`src/logic/io_ports_consts.svh`:
```
// register offsets, field positions, reset values and masks for the two-port gpio block
`ifndef IO_PORTS_CONSTS_SVH
`define IO_PORTS_CONSTS_SVH

// register byte offsets on the apb bus
`define OFS_PORT_B_PIN_DATA 12'h000
`define OFS_PORT_B_DIRECTION 12'h004
`define OFS_PORT_B_ANALOG_SELECT 12'h008
`define OFS_PORT_B_CHANGE_ENABLE 12'h00c
`define OFS_PORT_B_PULLUP_ENABLE 12'h010
`define OFS_PORT_C_PIN_DATA 12'h014
`define OFS_PORT_C_DIRECTION 12'h018
`define OFS_PORT_C_ANALOG_SELECT 12'h01c
`define OFS_PORT_CONTROL 12'h020
`define OFS_PERIPH_SELECT 12'h024

// implemented bit mask of port b (bits 7:4)
`define PORT_B_MASK 8'hf0
// analog capable bits of port b (bits 5:4)
`define PORT_B_ANALOG_MASK 8'h30

// control register fields
`define CTRL_PULLUP_DISABLE_BIT 0
`define CTRL_CHANGE_IE_BIT 1
`define CTRL_CHANGE_FLAG_BIT 2

// reset values
`define RST_DIRECTION 8'hff
`define RST_ANALOG_B 8'h30
`define RST_ANALOG_C 8'hff
`define RST_LATCH 8'h00
`define RST_ZERO 8'h00
`define RST_CONTROL 8'h01

`endif

```
`src/logic/io_ports_pkg.sv`:
```
// types shared by the gpio block files
package io_ports_pkg;

	typedef logic [7:0] byte_t; // one port worth of bits

	// apb access phase tracking, one-hot
	typedef enum logic [2:0]
	{
		BUS_IDLE = 3'b001,
		BUS_SETUP = 3'b010,
		BUS_ACCESS = 3'b100
	} bus_state_e;

	// peripheral select per upper pin of port b
	typedef enum logic [1:0]
	{
		FUNC_GPIO = 2'b00,
		FUNC_PERIPH_A = 2'b01,
		FUNC_PERIPH_B = 2'b10
	} pin_func_e;

endpackage

```
`src/logic/port_pin_cell.sv`:
```
// one port worth of pin logic: direction, latch drive, analog masking of reads
`timescale 1ns/1ps
module port_pin_cell
	import io_ports_pkg::*;
(
	input wire logic mclk, // core clock
	input wire logic reset_n, // synchronous reset, active low
	input wire logic clkEn, // freezes state while low
	input wire logic [7:0] implMask, // implemented bit positions
	input wire logic [7:0] direction, // 1 = input, 0 = output
	input wire logic [7:0] analogSel, // 1 = analog input
	input wire logic [7:0] latchVal, // output latch contents
	input wire logic [7:0] pinIn, // sensed pin levels
	output logic [7:0] pinOut, // registered pad output value
	output logic [7:0] pinOe, // registered pad output enable
	output logic [7:0] digitalRead // analog-masked pin read, combinational
);

	// ----------------------------------------------------------------
	// read path
	// ----------------------------------------------------------------
	// analog pins read zero, unimplemented bits read zero
	assign digitalRead = pinIn & ~analogSel & implMask;

	// ----------------------------------------------------------------
	// drive path
	// ----------------------------------------------------------------
	// direction steers the driver of implemented bits, analog select plays no part
	always_ff @(posedge mclk)
	begin
		if (!reset_n)
		begin
			pinOe <= 8'h00;
			pinOut <= 8'h00;
		end
		else if (clkEn)
		begin
			pinOe <= ~direction & implMask;
			pinOut <= latchVal & implMask;
		end
	end

endmodule

```
`src/logic/change_detect.sv`:
```
// interrupt-on-change compare against the value latched at the last port read
`include "io_ports_consts.svh"
`timescale 1ns/1ps
module change_detect
	import io_ports_pkg::*;
(
	input wire logic mclk, // core clock
	input wire logic reset_n, // synchronous reset, active low
	input wire logic clkEn, // freezes state while low
	input wire logic [7:0] sampleIn, // current digital read of port b
	input wire logic [7:0] changeEn, // per-pin change enable
	input wire logic [7:0] direction, // only input pins are watched
	input wire logic snapshot, // port b is being read this cycle
	output logic mismatch // a watched pin differs from snapshot
);

	byte_t snap_r; // value seen at the last read

	// ----------------------------------------------------------------
	// snapshot of the port at each read
	// ----------------------------------------------------------------
	always_ff @(posedge mclk)
	begin
		if (!reset_n)
			snap_r <= 8'h00;
		else if (clkEn && snapshot)
			snap_r <= sampleIn;
	end

	// watched input pins that moved since the last read
	assign mismatch = |((sampleIn ^ snap_r) & changeEn & direction & `PORT_B_MASK);

endmodule

```
`src/logic/io_ports_b_and_c.sv`:
```
// top of the two-port gpio block with apb register access
// ----------------------------------------------------------------
// ----------------------------------------------------------------
//
// Local design decisions: the placing of the registers and the APB slave port.
`include "io_ports_consts.svh"
`timescale 1ns/1ps
module io_ports_b_and_c
	import io_ports_pkg::*;
(
	input wire logic mclk, // core clock, 20 MHz
	input wire logic reset_n, // synchronous reset, active low
	input wire logic clkEn, // freezes all state while low
	input wire logic psel, // apb select
	input wire logic penable, // apb access phase
	input wire logic pwrite, // apb direction
	input wire logic [11:0] paddr, // apb byte address
	input wire logic [31:0] pwdata, // apb write data
	input wire logic [3:0] pstrb, // apb byte strobes
	output logic [31:0] prdata, // apb read data
	output logic pready, // apb ready
	output logic pslverr, // apb error on unmapped address
	input wire logic [7:0] portBIn, // port b pin levels
	output logic [7:0] portBOut, // port b pad output value
	output logic [7:0] portBOe, // port b pad output enable
	output logic [7:0] portBPullup, // port b weak pull-up enable
	input wire logic [7:0] portCIn, // port c pin levels
	output logic [7:0] portCOut, // port c pad output value
	output logic [7:0] portCOe, // port c pad output enable
	output logic [1:0] analogChanB, // analog converter enables bits 5:4
	input wire logic periphBit4Oe, // spi/i2c data wants to drive bit4
	input wire logic periphBit4Out, // spi/i2c data drive value
	input wire logic periphBit6Oe, // serial port clock drive enable
	input wire logic periphBit6Out, // serial port clock drive value
	input wire logic periphBit7Oe, // transmitter drive enable on bit7
	input wire logic periphBit7Out, // transmitter tx or sync clock value
	output logic [7:0] periphBIn, // digital pin levels to peripherals
	output logic changeIrq // change interrupt, flag and enable
);

	// ----------------------------------------------------------------
	// register storage
	// ----------------------------------------------------------------
	byte_t latchB_r; // port b output latch
	byte_t dirB_r; // port b direction
	byte_t anaB_r; // port b analog select
	byte_t port_b_change_enable_r; // port b change enable
	byte_t port_b_pullup_enable_r; // port b pull-up enable
	byte_t latchC_r; // port c output latch
	byte_t dirC_r; // port c direction
	byte_t anaC_r; // port c analog select
	logic pullDis_r; // global pull-up disable
	logic changeIe_r; // change interrupt enable
	logic changeFlag_r; // change interrupt flag
	byte_t funcSel_r; // peripheral select, two bits per upper pin
	bus_state_e busState_r; // apb phase tracker
	bus_state_e busState_nxt; // next phase

	// ----------------------------------------------------------------
	// helpers
	// ----------------------------------------------------------------
	// byte lane zero write merge honouring the strobe
	function automatic byte_t mergeByte(input byte_t oldVal, input logic [31:0] wd,
		input logic strb);
		mergeByte = strb ? wd[7:0] : oldVal;
	endfunction

	// pick function select of one upper pin
	function automatic pin_func_e funcOf(input byte_t sel, input logic [1:0] idx);
		funcOf = pin_func_e'(sel[{idx, 1'b0} +: 2]);
	endfunction

	// ----------------------------------------------------------------
	// apb decode
	// ----------------------------------------------------------------
	wire logic setupPhase = psel && !penable; // first cycle of a transfer
	wire logic accessPhase = psel && penable && (busState_r == BUS_SETUP); // after a setup
	wire logic wrStrobe = accessPhase && pwrite && pstrb[0]; // lane 0 write
	wire logic selPortB = paddr == `OFS_PORT_B_PIN_DATA;
	wire logic selDirB = paddr == `OFS_PORT_B_DIRECTION;
	wire logic selAnaB = paddr == `OFS_PORT_B_ANALOG_SELECT;
	wire logic selIocB = paddr == `OFS_PORT_B_CHANGE_ENABLE;
	wire logic selWpuB = paddr == `OFS_PORT_B_PULLUP_ENABLE;
	wire logic selPortC = paddr == `OFS_PORT_C_PIN_DATA;
	wire logic selDirC = paddr == `OFS_PORT_C_DIRECTION;
	wire logic selAnaC = paddr == `OFS_PORT_C_ANALOG_SELECT;
	wire logic selCtrl = paddr == `OFS_PORT_CONTROL;
	wire logic selFunc = paddr == `OFS_PERIPH_SELECT;
	wire logic mapped = selPortB | selDirB | selAnaB | selIocB | selWpuB | selPortC
		| selDirC | selAnaC | selCtrl | selFunc;

	// ----------------------------------------------------------------
	// pin cells and read values
	// ----------------------------------------------------------------
	byte_t readB; // analog-masked port b pins
	byte_t readC; // analog-masked port c pins
	byte_t cellBOut; // gpio drive for port b
	byte_t cellBOe; // gpio enable for port b
	logic changeHit; // a watched pin moved

	port_pin_cell cellB
	(
		.mclk(mclk),
		.reset_n(reset_n),
		.clkEn(clkEn),
		.implMask(`PORT_B_MASK),
		.direction(dirB_r),
		.analogSel(anaB_r),
		.latchVal(latchB_r),
		.pinIn(portBIn),
		.pinOut(cellBOut),
		.pinOe(cellBOe),
		.digitalRead(readB)
	);

	port_pin_cell cellC
	(
		.mclk(mclk),
		.reset_n(reset_n),
		.clkEn(clkEn),
		.implMask(8'hff),
		.direction(dirC_r),
		.analogSel(anaC_r),
		.latchVal(latchC_r),
		.pinIn(portCIn),
		.pinOut(portCOut),
		.pinOe(portCOe),
		.digitalRead(readC)
	);

	change_detect chg
	(
		.mclk(mclk),
		.reset_n(reset_n),
		.clkEn(clkEn),
		.sampleIn(readB),
		.changeEn(port_b_change_enable_r),
		.direction(dirB_r),
		.snapshot(accessPhase && !pwrite && selPortB),
		.mismatch(changeHit)
	);

	// ----------------------------------------------------------------
	// read-modify-write of the port latches
	// ----------------------------------------------------------------
	// the merge takes the sensed pins only when pstrb[0] is low, and no write happens then, so
	// analog outputs read as zero here but the latch loads pwdata[7:0], masked to bits 7:4 on port b, and loses no analog bits
	wire byte_t rmwB = mergeByte(readB, pwdata, pstrb[0]) & `PORT_B_MASK;
	wire byte_t rmwC = mergeByte(readC, pwdata, pstrb[0]);

	// ----------------------------------------------------------------
	// apb phase tracker
	// ----------------------------------------------------------------
	always_comb
	begin
		case (busState_r)
			BUS_IDLE: busState_nxt = setupPhase ? BUS_SETUP : BUS_IDLE;
			BUS_SETUP: busState_nxt = accessPhase ? BUS_ACCESS : BUS_IDLE;
			BUS_ACCESS: busState_nxt = setupPhase ? BUS_SETUP : BUS_IDLE;
			default: busState_nxt = BUS_IDLE;
		endcase
	end

	always_ff @(posedge mclk)
	begin
		if (!reset_n)
			busState_r <= BUS_IDLE;
		else if (clkEn)
			busState_r <= busState_nxt;
	end

	// ----------------------------------------------------------------
	// register writes
	// ----------------------------------------------------------------
	always_ff @(posedge mclk)
	begin
		if (!reset_n)
		begin
			latchB_r <= `RST_LATCH;
			dirB_r <= `RST_DIRECTION & `PORT_B_MASK;
			anaB_r <= `RST_ANALOG_B;
			port_b_change_enable_r <= `RST_ZERO;
			port_b_pullup_enable_r <= `RST_ZERO;
			latchC_r <= `RST_LATCH;
			dirC_r <= `RST_DIRECTION;
			anaC_r <= `RST_ANALOG_C;
			funcSel_r <= `RST_ZERO;
		end
		else if (clkEn && wrStrobe)
		begin
			if (selPortB)
				latchB_r <= rmwB;
			if (selDirB)
				dirB_r <= pwdata[7:0] & `PORT_B_MASK;
			if (selAnaB)
				anaB_r <= pwdata[7:0] & `PORT_B_ANALOG_MASK;
			if (selIocB)
				port_b_change_enable_r <= pwdata[7:0] & `PORT_B_MASK;
			if (selWpuB)
				port_b_pullup_enable_r <= pwdata[7:0] & `PORT_B_MASK;
			if (selPortC)
				latchC_r <= rmwC;
			if (selDirC)
				dirC_r <= pwdata[7:0];
			if (selAnaC)
				anaC_r <= pwdata[7:0];
			if (selFunc)
				funcSel_r <= pwdata[7:0];
		end
	end

	// ----------------------------------------------------------------
	// control bits and change flag
	// ----------------------------------------------------------------
	// a change in the same cycle as a software clear keeps the flag set
	wire logic ctrlWr = wrStrobe && selCtrl;
	wire logic flagKeep = ctrlWr ? pwdata[`CTRL_CHANGE_FLAG_BIT] : changeFlag_r;

	always_ff @(posedge mclk)
	begin
		if (!reset_n)
		begin
			pullDis_r <= 1'(`RST_CONTROL >> `CTRL_PULLUP_DISABLE_BIT);
			changeIe_r <= 1'b0;
			changeFlag_r <= 1'b0;
		end
		else if (clkEn)
		begin
			if (ctrlWr)
			begin
				pullDis_r <= pwdata[`CTRL_PULLUP_DISABLE_BIT];
				changeIe_r <= pwdata[`CTRL_CHANGE_IE_BIT];
			end
			changeFlag_r <= changeHit | flagKeep;
		end
	end

	// ----------------------------------------------------------------
	// alternate functions of port b upper pins
	// ----------------------------------------------------------------
	// bit4: gpio, or spi/i2c data; analog via analog select
	wire logic useP4 = funcOf(funcSel_r, 2'd0) != FUNC_GPIO;
	// bit5: gpio or serial receive, input only for the receiver
	wire logic useP5 = funcOf(funcSel_r, 2'd1) != FUNC_GPIO;
	// bit6: gpio or serial port clock
	wire logic useP6 = funcOf(funcSel_r, 2'd2) != FUNC_GPIO;
	// bit7: gpio, async transmit or sync clock
	wire logic useP7 = funcOf(funcSel_r, 2'd3) != FUNC_GPIO;

	byte_t muxOut; // final port b drive value
	byte_t muxOe; // final port b drive enable

	always_comb
	begin
		muxOut = cellBOut;
		muxOe = cellBOe;
		if (useP4)
		begin
			muxOut[4] = periphBit4Out;
			muxOe[4] = periphBit4Oe;
		end
		if (useP5)
		begin
			muxOe[5] = 1'b0;
			muxOut[5] = 1'b0;
		end
		if (useP6)
		begin
			muxOut[6] = periphBit6Out;
			muxOe[6] = periphBit6Oe;
		end
		if (useP7)
		begin
			muxOut[7] = periphBit7Out;
			muxOe[7] = periphBit7Oe;
		end
	end

	// ----------------------------------------------------------------
	// registered outputs
	// ----------------------------------------------------------------
	always_ff @(posedge mclk)
	begin
		if (!reset_n)
		begin
			portBOut <= 8'h00;
			portBOe <= 8'h00;
			portBPullup <= 8'h00;
			analogChanB <= 2'b00;
			periphBIn <= 8'h00;
			changeIrq <= 1'b0;
		end
		else if (clkEn)
		begin
			portBOut <= muxOut;
			portBOe <= muxOe;
			portBPullup <= port_b_pullup_enable_r & dirB_r & {8{!pullDis_r}} & `PORT_B_MASK;
			analogChanB <= anaB_r[5:4];
			periphBIn <= readB;
			changeIrq <= changeFlag_r & changeIe_r;
		end
	end

	// ----------------------------------------------------------------
	// apb answer
	// ----------------------------------------------------------------
	byte_t rdByte; // selected read value
	always_comb
	begin
		case (1'b1)
			selPortB: rdByte = readB;
			selDirB: rdByte = dirB_r;
			selAnaB: rdByte = anaB_r;
			selIocB: rdByte = port_b_change_enable_r;
			selWpuB: rdByte = port_b_pullup_enable_r;
			selPortC: rdByte = readC;
			selDirC: rdByte = dirC_r;
			selAnaC: rdByte = anaC_r;
			selCtrl: rdByte = {5'h00, changeFlag_r, changeIe_r, pullDis_r};
			selFunc: rdByte = funcSel_r;
			default: rdByte = 8'h00;
		endcase
	end

	// answer with no wait state: ready rises in the first access cycle
	always_ff @(posedge mclk)
	begin
		if (!reset_n)
		begin
			prdata <= 32'h0000_0000;
			pready <= 1'b0;
			pslverr <= 1'b0;
		end
		else if (clkEn)
		begin
			pready <= setupPhase;
			pslverr <= setupPhase && !mapped;
			prdata <= (setupPhase && !pwrite) ? {24'h00_0000, rdByte} : 32'h0000_0000;
		end
	end

endmodule

```
`config.mk`:
```
export PLATFORM = sky130hd
export DESIGN_NAME = io_ports_b_and_c
export DESIGN_NICKNAME = d
export VERILOG_FILES = /design/src/logic/io_ports_pkg.sv /design/src/logic/port_pin_cell.sv /design/src/logic/change_detect.sv /design/src/logic/io_ports_b_and_c.sv
export VERILOG_INCLUDE_DIRS = /design/src /design/src/logic
export SDC_FILE = /design/constraint.sdc
export NUM_CORES = 1
export LEC_CHECK = 0
export BUFFER_PORTS_ARGS = -buffer_cell sky130_fd_sc_hd__buf_4
export CORE_UTILIZATION = 30
export CTS_CLUSTER_SIZE = 20
export DETAILED_ROUTE_END_ITERATION = 10
export PLACE_DENSITY = 0.56
export REMOVE_ABC_BUFFERS = 1
export SYNTH_ARGS = -nofsm -noshare
export SYNTH_HDL_FRONTEND = slang
export SYNTH_SLANG_ARGS = --single-unit
```
`constraint.sdc`:
```
create_clock -name mclk -period 2.7 [get_ports mclk]
set_input_delay 0.54 -clock mclk [delete_from_list [all_inputs] [get_ports mclk]]
set_output_delay 0.54 -clock mclk [all_outputs]
set_load 0.02 [all_outputs]
```
==> impl_summary.txt <==
----------------------------------------------------
[Timing]
  Worst relative slew slack ... 60.8%
  Setup slack after layout ... between 0.6 and 0.7 ns
  Final hold slack ... just under 0.4 ns
  Actual slew at the worst max-slew pin ... 0.588 ns
  RSZ-0062 raised after global routing ... no
  Timing-limited maximum frequency ... 0.484 GHz
  Setup skew after layout ... ~0.0086 ns
  Pins over their slew limit ... 0
  Final-layout setup total negative slack ... 0 ns
  Final Hold Viols ... 0
  Final period util ... approximately three quarters
  Min Tclk post-route ... 2.07 ns
  Count of final setup violators ... 0

[Synthesis]
  Post-synth EDFFs ... 0
  Number of standard cells after synthesis ... between 600 and 700
  Asr flop ratio synth ... 0%
  Fraction of post-synthesis cell area in the top cell type by area ... between 40% and 50%
  Synth Cell Area ... ~5600 um^2
  Cell taking the most area after synthesis ... sky130_fd_sc_hd__dfxtp_1
  Sequential share of the synthesized area ... roughly two fifths
  Total of flip-flops plus latches after synthesis ... between 100 and 150
  Yosys warning count ... 0
  Syn Area/Cell ... roughly 8.8 um^2
  Largest cells by area after synthesis ... sky130_fd_sc_hd__dfxtp_1 40%, sky130_fd_sc_hd__mux2i_1 8.4%, sky130_fd_sc_hd__nand2_1 5.6%
  Unique masters post-synth ... 63
  Leading register cell type out of synthesis ... sky130_fd_sc_hd__dfxtp_1

[CTS]
  Number of buffers created by CTS ... 17
  Clock-pin slew of the registers on the worst-case setup and hold paths ... ~0.050 ns
  Post_cts resized ... 0
  TritonCTS clock tree ... yes
  Clock latency on the worst-skew pair ... 0.42 ns
  CTS root buf ... sky130_fd_sc_hd__clkbuf_16
  Number of sinks handled by clock tree synthesis ... ~110
  Number of buffers on the longest clock path ... 2
  Hold buffers post-CTS ... 0
  Setup bufs post-CTS ... 0
  H-tree depth ... 4

[Critical path]
  Type of element launching the critical path ... input pin
  Setup crit end kind ... flop
  Data arrival time of the critical path ... 2.39 ns
  Required arrival time at the worst endpoint ... 3.03 ns
  Worst Path Max Fanout ... 8
  Class of the most critical setup path ... input pin to flop
  Register-to-Register Setup Slack ... ~0.65 ns

[Pwr]
  VDD IR-drop max ... approximately 0.36 mV
  Overall Power ... between 4 and 5 mW
  Pwr dens ... roughly 630 nW/um^2
  Standby leakage power ... 2.97 nW

[Detailed routing]
  Remaining design rule violation count ... 7
  DRT iter0 DRCs ... between 300 and 400
  Uppermost layer routed ... met4
  DRT antenna net count ... 0
  Total met2 wirelength after detailed routing ... roughly 7500 um
  Total detailed-routing wirelength ... 16,400 um
  M1 wire length ... just under 8000 um
  Drt wl/cell ... about 17 um
  Router iterations before antenna repair ... 8
  Detailed route wirelength on metal3 ... between 800 and 900 um
  Detailed-route vias per instance ... between 5 and 6
  Total number of vias ... around 4,800

[Finish]
  Sequential cell area ... 2260 um^2
  Net total in the final layout ... 801
  Proportion of layout cells with a drive suffix above 1 ... between 20% and 30%
  Antenna diode count ... 0
  Area growth from synthesis to layout ... 26.1%
  Number of filler cells placed in the layout ... between 1,500 and 2,000
  Commonest cells after routing, fill and taps aside ... 116 x sky130_fd_sc_hd__buf_4, 113 x sky130_fd_sc_hd__dfxtp_1, 83 x sky130_fd_sc_hd__nand2_1, 47 x sky130_fd_sc_hd__mux2i_1, 42 x sky130_fd_sc_hd__nand3_1
  Footprint of the multi-input gates ... approximately 3000 um^2
  Leading cell type in the layout, fill and taps excluded ... sky130_fd_sc_hd__buf_4

[Outcome]
  Violated checks ... DRC
  Status ... complete, but fails checks

[Floorplanning]
  Number of placement rows ... approximately 50
  X dimension of the die ... around 140 um
  Chip height ... around 140 um
  Core footprint ... 18,100 um^2
  Starting density of the core ... a little under a third
  Number of top-level pins ... around 160
  DIE AREA ... just under 20,000 um^2

[Global routing]
  Global-route total usage across every layer ... around 17%
  Initial antenna violation count ... 0
  Final global-route overflow total ... 0
  Maximum number of pins on one net before global-route repair ... 63
  Number of global-route vias before repair ... roughly 4,300
  First-pass GRT wire length ... between 20,000 and 30,000 um

[Placed design]
  DP HPWL ... between 10,000 and 15,000 um
  Worst setup timing slack at the placement stage ... ~0.23 ns
  Final estimated routing congestion in global placement ... just over 0.9
  Count of port buffers added during placement ... 89

[Flow run]
  Number of maximum-capacitance constraint violations ... 0

[Min path]
  Type of the worst min-delay path ... input pin to flop

----------------------------------------------------
path summary, 6_finish.rpt:
check                                   end          start  cells after the start
hold reg to reg                 portBOut[5]    portBOut[5]                      2
setup reg to reg  port_b_change_enable_r[4]  busState_r[2]                      6
setup / recovery                  prdata[7]      paddr[11]                      7
hold / removal                    anaC_r[3]      pwdata[3]                      3
sequential cells by signal (all words and copies together), names as in the netlist, 2 cells and up:
name                    cells
funcSel_r                   8
dirC_r                      8
portBOe                     4
port_b_pullup_enable_r      4
analogChanB                 2
periphBIn                   4
port_b_change_enable_r      4
prdata                      8
cellB.pinOe                 4
cellC.pinOe                 8
portBOut                    4
portBPullup                 4
cellC.pinOut                8
chg.snap_r                  4
busState_r                  3
dirB_r                      4
anaC_r                      8
latchC_r                    8
cellB.pinOut                4
latchB_r                    4
anaB_r                      2
power breakdown:
| group | internal, mW | total, mW | switching (mW) |
|---|---|---|---|
| clock | 1.64 | 2.43 | 0.786 |
| sequential | 1.68 | 1.69 | 0.00819 |
| combinational | 0.114 | 0.332 | 0.218 |
| total | 3.44 | 4.45 | 1.01 |
metal layers:
metal,vias up,GRT usage (%)
met5,-,0
met4,0,6.56
met3,19,3.90
met2,139,26.5
met1,2289,23.3
li1,2384,-
metrics by stage:
| step | cell area (um^2) | std cells | utilization, % |
|---|---|---|---|
| floorplan | 5270 | 590 | - |
| CTS | 7060 | 965 | 38.9 |
| detailed placement | 6430 | 935 | 35.4 |
| global route | 7060 | 965 | 38.9 |
| global placement | 6430 | 935 | 35.4 |
| finish | 7060 | 965 | 38.9 |
cell type report:
cell class	count	area share (%)
Inverter	6	0.319
Sequential cell	113	32.0
Tap cell	229	4.06
Clock buffer	19	6.27
Multi-Input combinational cell	471	42.3
Clock inverter	11	2.66
Timing Repair Buffer	116	12.3
worst max-delay path, cell delays in order:
cell and delay, ns:
sky130_fd_sc_hd__buf_4 0.12, sky130_fd_sc_hd__nor4_4 0.40, sky130_fd_sc_hd__nand2_1 0.28, sky130_fd_sc_hd__buf_4 0.24, sky130_fd_sc_hd__a221oi_1 0.42, sky130_fd_sc_hd__a221oi_1 0.13, sky130_fd_sc_hd__o31ai_1 0.25
synth_stat cells, types with 3 or more instances:
cell                        instances
sky130_fd_sc_hd__nor3b_1            3
sky130_fd_sc_hd__a31o_2             3
sky130_fd_sc_hd__mux2i_1           47
sky130_fd_sc_hd__nor2b_1           34
sky130_fd_sc_hd__dfxtp_1          113
sky130_fd_sc_hd__nand2_1           83
sky130_fd_sc_hd__o211ai_1           8
sky130_fd_sc_hd__a21oi_1            6
sky130_fd_sc_hd__and3_1             5
sky130_fd_sc_hd__nand2b_1          11
sky130_fd_sc_hd__and2_1            14
sky130_fd_sc_hd__nand3_1           42
sky130_fd_sc_hd__clkbuf_1          31
sky130_fd_sc_hd__o311ai_0           3
sky130_fd_sc_hd__a221oi_1           4
sky130_fd_sc_hd__o2111ai_1          4
sky130_fd_sc_hd__o21ai_0           39
sky130_fd_sc_hd__nor3_1             5
sky130_fd_sc_hd__o2bb2ai_1          4
sky130_fd_sc_hd__buf_2              6
sky130_fd_sc_hd__buf_1              4
sky130_fd_sc_hd__o211a_1           19
sky130_fd_sc_hd__nor2_1            19
sky130_fd_sc_hd__a32o_1             3
sky130_fd_sc_hd__nand4_1            4
sky130_fd_sc_hd__a21boi_0          12
sky130_fd_sc_hd__a21o_1             3
sky130_fd_sc_hd__a221o_1            3
sky130_fd_sc_hd__buf_4             40
sky130_fd_sc_hd__inv_1              6
sky130_fd_sc_hd__xor2_1             3
sky130_fd_sc_hd__nand4b_1           7
kinds of logic (layout without fill, tap and decap cells):
kind of cell	after synthesis	after routing	synth area share, %
AO/OA/AOI/OAI	132	132	17.5
buffers and inverters	88	152	8.85
multiplexers	47	47	8.40
XOR/XNOR	5	5	0.782
flip-flops	113	113	40.4
AND/OR/NAND/NOR	247	247	24.0
other	1	40	0.0670
(Power assumes the default switching activity.)
